**config.mk**
```make
export PLATFORM = sky130hd
export DESIGN_NAME = sar_adc_convert_and_readout
export DESIGN_NICKNAME = d
export VERILOG_FILES = /design/src/shared/sar_adc_pkg.sv /design/src/rtl/sar_adc_convert_and_readout.sv
export VERILOG_INCLUDE_DIRS = /design/src /design/src/shared
export SDC_FILE = /design/constraint.sdc
export NUM_CORES = 1
export LEC_CHECK = 0
export ABC_AREA = 1
export BUFFER_PORTS_ARGS = -buffer_cell sky130_fd_sc_hd__clkbuf_2
export CORE_ASPECT_RATIO = 0.7
export CORE_UTILIZATION = 62
export CTS_CLUSTER_SIZE = 24
export DETAILED_ROUTE_END_ITERATION = 10
export MAX_ROUTING_LAYER = met4
export PLACE_DENSITY_LB_ADDON = 0.25
export SYNTH_ARGS = -nofsm -noshare
export SYNTH_HDL_FRONTEND = slang
export SYNTH_SLANG_ARGS = --single-unit
export TNS_END_PERCENT = 5
```
**constraint.sdc**
```tcl
create_clock -name i_clk_sys -period 10 [get_ports i_clk_sys]
set_input_delay 1.5 -clock i_clk_sys [delete_from_list [all_inputs] [get_ports i_clk_sys]]
set_output_delay 1.5 -clock i_clk_sys [all_outputs]
set_load 0.02 [all_outputs]
```
**src/shared/sar_adc_consts.svh**
```systemverilog
`ifndef SAR_ADC_CONSTS_SVH
`define SAR_ADC_CONSTS_SVH

`define CLK_PERIOD_NS 10
`define CONV_START_MIN_NS 40
`define CONV_START_CYC ((`CONV_START_MIN_NS + `CLK_PERIOD_NS - 1) / `CLK_PERIOD_NS)
`define CONV_TIME_NS 2200
`define CONV_CYC (`CONV_TIME_NS / `CLK_PERIOD_NS)
`define ACQ_GAP_NS 5000
`define SCLK_HALF_NS 555
`define SCLK_HALF_CYC (`SCLK_HALF_NS / `CLK_PERIOD_NS)
`define SER_BITS 16
`define RESULT_MSB 15
`define BYTE_BITS 8
`define RESULT_RST 16'h0000
`define TWOS_PFS 16'h7FFF
`define TWOS_NFS 16'h8000
`define FIFO_DEPTH 16

`endif

```
**src/shared/sar_adc_pkg.sv**
```systemverilog
package sar_adc_pkg;

  typedef enum logic [1:0] {
    ST_IDLE = 2'b01,
    ST_CONV = 2'b10
  } conv_state_e;

  typedef struct packed {
    logic cs_n;
    logic rd_conv;
    logic byte_sel;
    logic fmt_sb;
    logic ext_clk;
    logic sclk;
    logic tag;
  } pins_s;

  typedef logic [15:0] result_t;

endpackage

```
**src/rtl/sar_adc_convert_and_readout.sv**
```systemverilog
`timescale 1ns/100ps
`default_nettype none
`include "sar_adc_consts.svh"

module sar_result_fifo #(
  parameter int WIDTH = 16,
  parameter int DEPTH = 16
) (
  input wire logic i_clk_sys,
  input wire logic i_sys_rst,
  input wire logic i_in_valid,
  input wire logic [WIDTH-1:0] i_in_data,
  output logic o_in_ready,
  output logic o_out_valid,
  output logic [WIDTH-1:0] o_out_data,
  input wire logic i_out_ready
);
  localparam int AW = $clog2(DEPTH);
  logic [WIDTH-1:0] mem [DEPTH];
  logic [AW-1:0] wr_ptr;
  logic [AW-1:0] rd_ptr;
  logic [AW:0] count;
  logic full;
  wire push = i_in_valid && !full;
  wire pop = i_out_ready && (count != '0);
  wire [AW:0] next_count = count + (AW+1)'(push) - (AW+1)'(pop);

  assign o_out_valid = (count != '0);
  assign o_out_data = mem[rd_ptr];

  always_ff @(posedge i_clk_sys) begin
    if (push) begin
      mem[wr_ptr] <= i_in_data;
    end
  end

  always_ff @(posedge i_clk_sys or posedge i_sys_rst) begin
    if (i_sys_rst) begin
      wr_ptr <= '0;
      rd_ptr <= '0;
      count <= '0;
      full <= 1'b0;
      o_in_ready <= 1'b1;
    end else begin
      wr_ptr <= push ? AW'(wr_ptr + 1'b1) : wr_ptr;
      rd_ptr <= pop ? AW'(rd_ptr + 1'b1) : rd_ptr;
      count <= next_count;
      full <= (next_count == (AW+1)'(DEPTH));
      // Ready straight from a flop so the top output is registered
      o_in_ready <= (next_count != (AW+1)'(DEPTH));
    end
  end
endmodule // sar_result_fifo

// Functional notes
// - Both selects low for 40 ns holds the sample and starts conversion N.
// - Convert commands arriving while busy is low are ignored.
// - Tracking restarts at conversion end; host leaves 5 us between commands.
// - Chip select high: no operation and parallel bus released.
// - A conversion start always leaves or puts the parallel bus released.
// - Both low when busy rises restarts conversion with invalid data.
// - Selects combined as level OR; either may fall first.
// - Internal clock mode: previous result shifted out after conversion start.
// - Internal clock mode sends serial data every convert cycle regardless of selects.
// - New result visible once busy rises; earlier reads give previous result, shifted in internal clock mode.
// - Format input high gives straight binary, low gives twos complement.
// - Twos complement 7FFF/0000/8000; straight binary FFFF/8000/0000.
// - First conversion after power-up gives an invalid result.
// - Parallel reads leave register intact; each serial pulse shifts it.
// - Internal mode drives serial clock pin; external mode makes it an input.
// - External clock, select low, read high: shift result on external clock.
// - Parallel bus driven only with read high and select low.
// - Byte select low gives upper byte, high gives lower byte.
// - Parallel output undefined before any valid conversion.
// - Select tied low: internal serial unchanged; read rising affects external outputs.
// - During conversion, enabling the bus shows the previous result, shifted in internal clock mode.
// - Internal mode emits 16 serial clock pulses, top bit first.
module sar_adc_convert_and_readout (
  input wire logic i_clk_sys,
  input wire logic i_sys_rst,
  input wire logic i_cs_n,
  input wire logic i_rd_conv,
  input wire logic i_byte_sel,
  input wire logic i_output_format_select,
  input wire logic i_serial_clock_source,
  input wire logic i_serial_bit_clock,
  input wire logic i_tag,
  input wire logic i_core_valid,
  input wire logic [15:0] i_core_result,
  output logic o_core_ready,
  output logic o_busy,
  output logic o_hold,
  output logic o_result_valid,
  output logic [7:0] o_parallel_result_bus,
  output logic o_parallel_result_bus_oe_n,
  output logic o_serial_bit_clock,
  output logic o_serial_bit_clock_oe_n,
  output logic o_serial_result_out
);

  // Offset binary from the core; the top bit flip gives twos complement
  function automatic sar_adc_pkg::result_t fmt_result(input sar_adc_pkg::result_t raw,
                                                      input logic sb);
    fmt_result = sb ? raw : {~raw[`RESULT_MSB], raw[`RESULT_MSB-1:0]};
  endfunction

  sar_adc_pkg::pins_s pins_raw;
  sar_adc_pkg::pins_s sync1;
  sar_adc_pkg::pins_s pins;
  logic sclk_prev;
  sar_adc_pkg::conv_state_e state;
  logic [15:0] low_cnt;
  logic [15:0] conv_timer;
  logic [15:0] half_timer;
  logic [4:0] pulses_left;
  logic sclk_int;
  logic tag_at_start;
  logic sending;
  logic conv_count_one;
  sar_adc_pkg::result_t out_reg;
  sar_adc_pkg::result_t next_out_reg;
  logic fifo_valid;
  sar_adc_pkg::result_t fifo_data;

  assign pins_raw = '{cs_n: i_cs_n, rd_conv: i_rd_conv, byte_sel: i_byte_sel,
                      fmt_sb: i_output_format_select, ext_clk: i_serial_clock_source,
                      sclk: i_serial_bit_clock, tag: i_tag};

  // Two flops on every pin before any logic looks at it
  always_ff @(posedge i_clk_sys or posedge i_sys_rst) begin
    if (i_sys_rst) begin
      sync1 <= '{cs_n: 1'b1, rd_conv: 1'b1, default: 1'b0};
      pins <= '{cs_n: 1'b1, rd_conv: 1'b1, default: 1'b0};
      sclk_prev <= 1'b0;
    end else begin
      sync1 <= pins_raw;
      pins <= sync1;
      sclk_prev <= pins.sclk;
    end
  end

  wire idle = (state == sar_adc_pkg::ST_IDLE);
  wire cmd_low = !(pins.cs_n || pins.rd_conv);
  wire start = idle && (low_cnt >= 16'(`CONV_START_CYC));
  wire core_take = (state == sar_adc_pkg::ST_CONV) && (conv_timer == '0) && !sending
                   && fifo_valid;
  wire half_done = (half_timer == '0);
  wire ser_pulse_fall = sending && half_done && sclk_int;
  wire ser_pulse_rise = sending && half_done && !sclk_int && (pulses_left != '0);
  wire ext_fall = pins.ext_clk && !pins.cs_n && pins.rd_conv && sclk_prev && !pins.sclk;
  wire int_start = start && !pins.ext_clk;
  wire [4:0] pulses_after = 5'(pulses_left - 1'b1);
  wire bus_en = !pins.cs_n && pins.rd_conv;
  wire [7:0] bus_byte = pins.byte_sel ? out_reg[`BYTE_BITS-1:0]
                                      : out_reg[`RESULT_MSB -: `BYTE_BITS];

  sar_result_fifo #(
    .WIDTH(16),
    .DEPTH(`FIFO_DEPTH)
  ) u_fifo (
    .i_clk_sys(i_clk_sys),
    .i_sys_rst(i_sys_rst),
    .i_in_valid(i_core_valid),
    .i_in_data(i_core_result),
    .o_in_ready(o_core_ready),
    .o_out_valid(fifo_valid),
    .o_out_data(fifo_data),
    .i_out_ready(core_take)
  );

  // Load wins over a shift in the same cycle; a late external edge is lost
  always_comb begin
    next_out_reg = out_reg;
    if (core_take) begin
      next_out_reg = fmt_result(fifo_data, pins.fmt_sb);
    end else if (int_start) begin
      next_out_reg = {out_reg[`RESULT_MSB-1:0], 1'b0};
    end else if (ser_pulse_fall && (pulses_after != '0)) begin
      next_out_reg = {out_reg[`RESULT_MSB-1:0], 1'b0};
    end else if (ext_fall) begin
      next_out_reg = {out_reg[`RESULT_MSB-1:0], pins.tag};
    end
  end

  always_ff @(posedge i_clk_sys or posedge i_sys_rst) begin
    if (i_sys_rst) begin
      low_cnt <= '0;
    end else if (!cmd_low || !idle) begin
      low_cnt <= '0;
    end else if (low_cnt < 16'(`CONV_START_CYC)) begin
      low_cnt <= 16'(low_cnt + 1'b1);
    end
  end

  always_ff @(posedge i_clk_sys or posedge i_sys_rst) begin
    if (i_sys_rst) begin
      state <= sar_adc_pkg::ST_IDLE;
      conv_timer <= '0;
      o_busy <= 1'b1;
      o_hold <= 1'b0;
    end else begin
      unique case (state)
        sar_adc_pkg::ST_IDLE: begin
          if (start) begin
            state <= sar_adc_pkg::ST_CONV;
            conv_timer <= 16'(`CONV_CYC);
            o_busy <= 1'b0;
            o_hold <= 1'b1;
          end
        end
        sar_adc_pkg::ST_CONV: begin
          conv_timer <= (conv_timer != '0) ? 16'(conv_timer - 1'b1) : conv_timer;
          if (core_take) begin
            state <= sar_adc_pkg::ST_IDLE;
            o_busy <= 1'b1;
            o_hold <= 1'b0;
          end
        end
      endcase
    end
  end

  // Internal serial clock; busy also waits for the 16 pulses to finish
  always_ff @(posedge i_clk_sys or posedge i_sys_rst) begin
    if (i_sys_rst) begin
      sending <= 1'b0;
      sclk_int <= 1'b0;
      pulses_left <= '0;
      half_timer <= '0;
      tag_at_start <= 1'b0;
    end else if (int_start) begin
      sending <= 1'b1;
      sclk_int <= 1'b0;
      pulses_left <= 5'(`SER_BITS);
      half_timer <= 16'(`SCLK_HALF_CYC);
      tag_at_start <= pins.tag;
    end else if (sending) begin
      half_timer <= half_done ? 16'(`SCLK_HALF_CYC) : 16'(half_timer - 1'b1);
      if (ser_pulse_rise) begin
        sclk_int <= 1'b1;
      end else if (ser_pulse_fall) begin
        sclk_int <= 1'b0;
        pulses_left <= pulses_after;
        sending <= (pulses_after != '0);
      end
    end
  end

  always_ff @(posedge i_clk_sys or posedge i_sys_rst) begin
    if (i_sys_rst) begin
      out_reg <= `RESULT_RST;
      o_serial_result_out <= 1'b0;
    end else begin
      out_reg <= next_out_reg;
      if (int_start || (ser_pulse_fall && (pulses_after != '0)) || ext_fall) begin
        o_serial_result_out <= out_reg[`RESULT_MSB];
      end else if (ser_pulse_fall) begin
        o_serial_result_out <= tag_at_start;
      end
    end
  end

  // First completed conversion after reset carries no meaning
  logic [1:0] done_count;
  always_ff @(posedge i_clk_sys or posedge i_sys_rst) begin
    if (i_sys_rst) begin
      done_count <= '0;
      o_result_valid <= 1'b0;
    end else if (core_take) begin
      done_count <= (done_count == 2'd2) ? done_count : 2'(done_count + 1'b1);
      o_result_valid <= (done_count != '0);
    end
  end

  always_ff @(posedge i_clk_sys or posedge i_sys_rst) begin
    if (i_sys_rst) begin
      o_parallel_result_bus <= '0;
      o_parallel_result_bus_oe_n <= 1'b1;
      o_serial_bit_clock <= 1'b0;
      o_serial_bit_clock_oe_n <= 1'b1;
    end else begin
      o_parallel_result_bus <= bus_byte;
      o_parallel_result_bus_oe_n <= !bus_en;
      o_serial_bit_clock <= sclk_int;
      o_serial_bit_clock_oe_n <= pins.ext_clk;
    end
  end

endmodule // sar_adc_convert_and_readout
`default_nettype wire

```
==> out/metrics.cfg <==
[status]
status = finished clean

[timing]
fin_tns_setup_ns = 0
worstMarginPinSlew_ns = 1.11
fmax_mhz = 300
fin_skew_ns = 0.0112
post-route-period-util_pct = 33.3
max_slew_margin_pct = 26.1
setup_viol = 0
min_period_ns = 3.33
grt_setup_unrepaired = false
drv_slew = 0
hold_slack_ns = 0.356
finalHoldViolCount = 0

[logic_synthesis]
synth-edff-count = 256
synth_top_area_cell = edfxtp_1
synth_area_sq_um = 16300
syn_inst = 1536
syn_nets = 1585
ys_ff_latch = 375
syn_area_per_cell_sq_um = 10.6
yosysMostFrequentCell = nor2_1
synth-main-ff-cell = edfxtp_1
synthDominantCellAreaShare_pct = 47.3
synth.area.top_cells = edfxtp_1 (47%), dfrtp_1 (17%), nor2_1 (6.4%), o21ai_0 (5.0%), nand2_1 (4.4%)
synth_common_cells = nor2_1 (276), edfxtp_1 (256), nand2_1 (189)
synth_cell_types = 41
async_flop_share_pct = 31.7
ys_warn_count = 0
seq_area_frac_synth_pct = 65.6

[critical_path]
arrival_ns = 3.80
end_kind = register
crit_path_start_kind = register
r2r-start = u_fifo.rd_ptr[0]
path_max_fanout = 80
reg2regPathDepth = 8
r2r_end = out_reg[7]
worstPathRequired_ns = 10.47
crit_type = register to register
rrSetupSlack_ns = 6.67

[finish]
regMostFlops = u_fifo.mem
area_growth_syn_to_layout_pct = 9.57
drive_gt1_share_pct = 10.3
largest_reg_flops = 256
antenna_cells = 0
fin_cells = 1909
nets = 1601

[floorplan]
initial_core_util_pct = 63.2
coreArea_sq_um = 25700
die_h_um = 138
die_area_sq_um = 26900
io_pins = 42
die_w_um = 196
rows = 49

[routing]
drt_first_pass_iters = 5
post-route-drc-count = 0
wl_per_cell_um = 20.5
wl_mm = 39.1
num_vias = 11300
routed_via_density = 5.90
drtIter0Drc = 1459
drtAntennaViolNets = 0

[pwr]
switchingPower_mw = 0.864
ir_worst_vdd_mv = 0.127
swShare_pct = 24.2
comb_power_share_pct = 8.7
intPower_mw = 2.70
p_seq_share_pct = 52.0
p_leak_nw = 7.12
p_per_area_nw_per_um2 = 200
power.share.clock_pct = 39.3

[cts]
cts_resized = 0
hold_buffers = 0
clockBufferDepth = 3
cts_buffers = 36
cts_tree = done
clockRootBuffer = clkbuf_16
cts.sinks = 375
cts_setup_buffers = 0
clk_pin_slew_ns = 0.06
clock_latency_ns = 0.53
htreeDepth = 2

[job]
max_cap_violations = 0

[placement]
port_buffers = 41
place.gp.congestion = 0.925
place_hpwl_mm = 24.1
placedCellCount = 1845

[hold_path]
whs_endpoint = pins[0]
hold_depth = 0
hp-class = register to register
hold_start = sync1[0]

[global_routing]
grt_antenna_before_repair = 1
grt_pass1_wl_mm = 59.1
grt_max_degree = 81
grtUsageTotal_pct = 30.5
gr-total-overflow = 0
grt_pass1_vias = 10200

==> worst max-delay path, cell delays in order (launching register included) <==
cell and delay (ns):
dfrtp_4 0.77, inv_2 0.78, buf_4 0.62, o21ai_0 0.16, o211ai_1 0.39, nand3_1 0.21, nand2_1 0.11, nand2_1 0.06
nand3_1 0.10
==> per-stage QoR <==
| stage | setup slack (ns) | area (sq um) | util (%) | power, mW |
|---|---|---|---|---|
| after floorplan | 5.36 | 16300 | - | 2.06 |
| after global placement | 6.28 | 16600 | 64.6 | 2.18 |
| after detailed placement | 6.23 | 16600 | 64.6 | 2.19 |
| after CTS | 6.66 | 17800 | 69.2 | 3.57 |
| after global routing | 6.37 | 17800 | 69.2 | 3.68 |
| final | 6.67 | 17800 | 69.2 | 3.57 |
==> kinds of logic after synthesis <==
kind of cell,after synthesis,share of synthesized area [%]
compound gates,248,8.31
buf+inv,213,5.51
simple gates,654,17.5
fa+ha+maj,23,1.81
flops,375,65.6
xor+xnor,23,1.24
==> cells in the final DEF (no fill, tap or decap), types with 37 or more instances in the layout <==
| cell type | synthesis | routed |
|---|---|---|
| nor2_1 | 276 | 260 |
| inv_1 | 139 | 138 |
| o21ai_0 | 164 | 164 |
| o211ai_1 | 40 | 40 |
| edfxtp_1 | 256 | 256 |
| nand3_1 | 132 | 132 |
| clkbuf_16 | 0 | 37 |
| nand2_1 | 189 | 189 |
| clkbuf_2 | 0 | 41 |
| dfrtp_1 | 111 | 109 |
==> area by class of cell <==
cell class                      count  area [sq um]
Multi-Input combinational cell    948          4740
Timing Repair Buffer               46           243
Inverter                          145           547
Clock buffer                       47          1010
Sequential cell                   375         10700
Clock inverter                     17           196
Fill cell                        1921          7920
Tap cell                          331           414
==> worst max-delay path by stage <==
stage                     start                 to  slack (ns)  cells past startpoint
2_1_floorplan         i_sys_rst      conv_timer[0]        5.36                      1
3_3_place_gp       i_core_valid  u_fifo.mem[7][14]        6.28                      5
3_5_place_dp       i_core_valid   u_fifo.mem[1][1]        6.23                      5
4_1_cts           conv_timer[0]  u_fifo.o_in_ready        6.66                     17
5_1_grt           conv_timer[0]  u_fifo.o_in_ready        6.37                     17
6_report       u_fifo.rd_ptr[0]         out_reg[7]        6.67                      8
==> routing by layer <==
metal  wire [um]  up-vias  global-route usage (%)
met5           0        -                       -
met3        4310       49                    6.49
met4         652        0                    7.13
li1            -     5236                       -
met2       16600      592                    41.4
met1       17600     5394                    46.7
==> power groups by stage <==
stage,sequential (mW),clock [mW],combinational (mW)
2_1_floorplan,1.88,0,0.185
3_3_place_gp,1.88,0,0.296
3_5_place_dp,1.88,0,0.305
4_1_cts,1.85,1.41,0.308
5_1_grt,1.87,1.47,0.344
6_report,1.86,1.40,0.311
(Power assumes the default switching activity.)
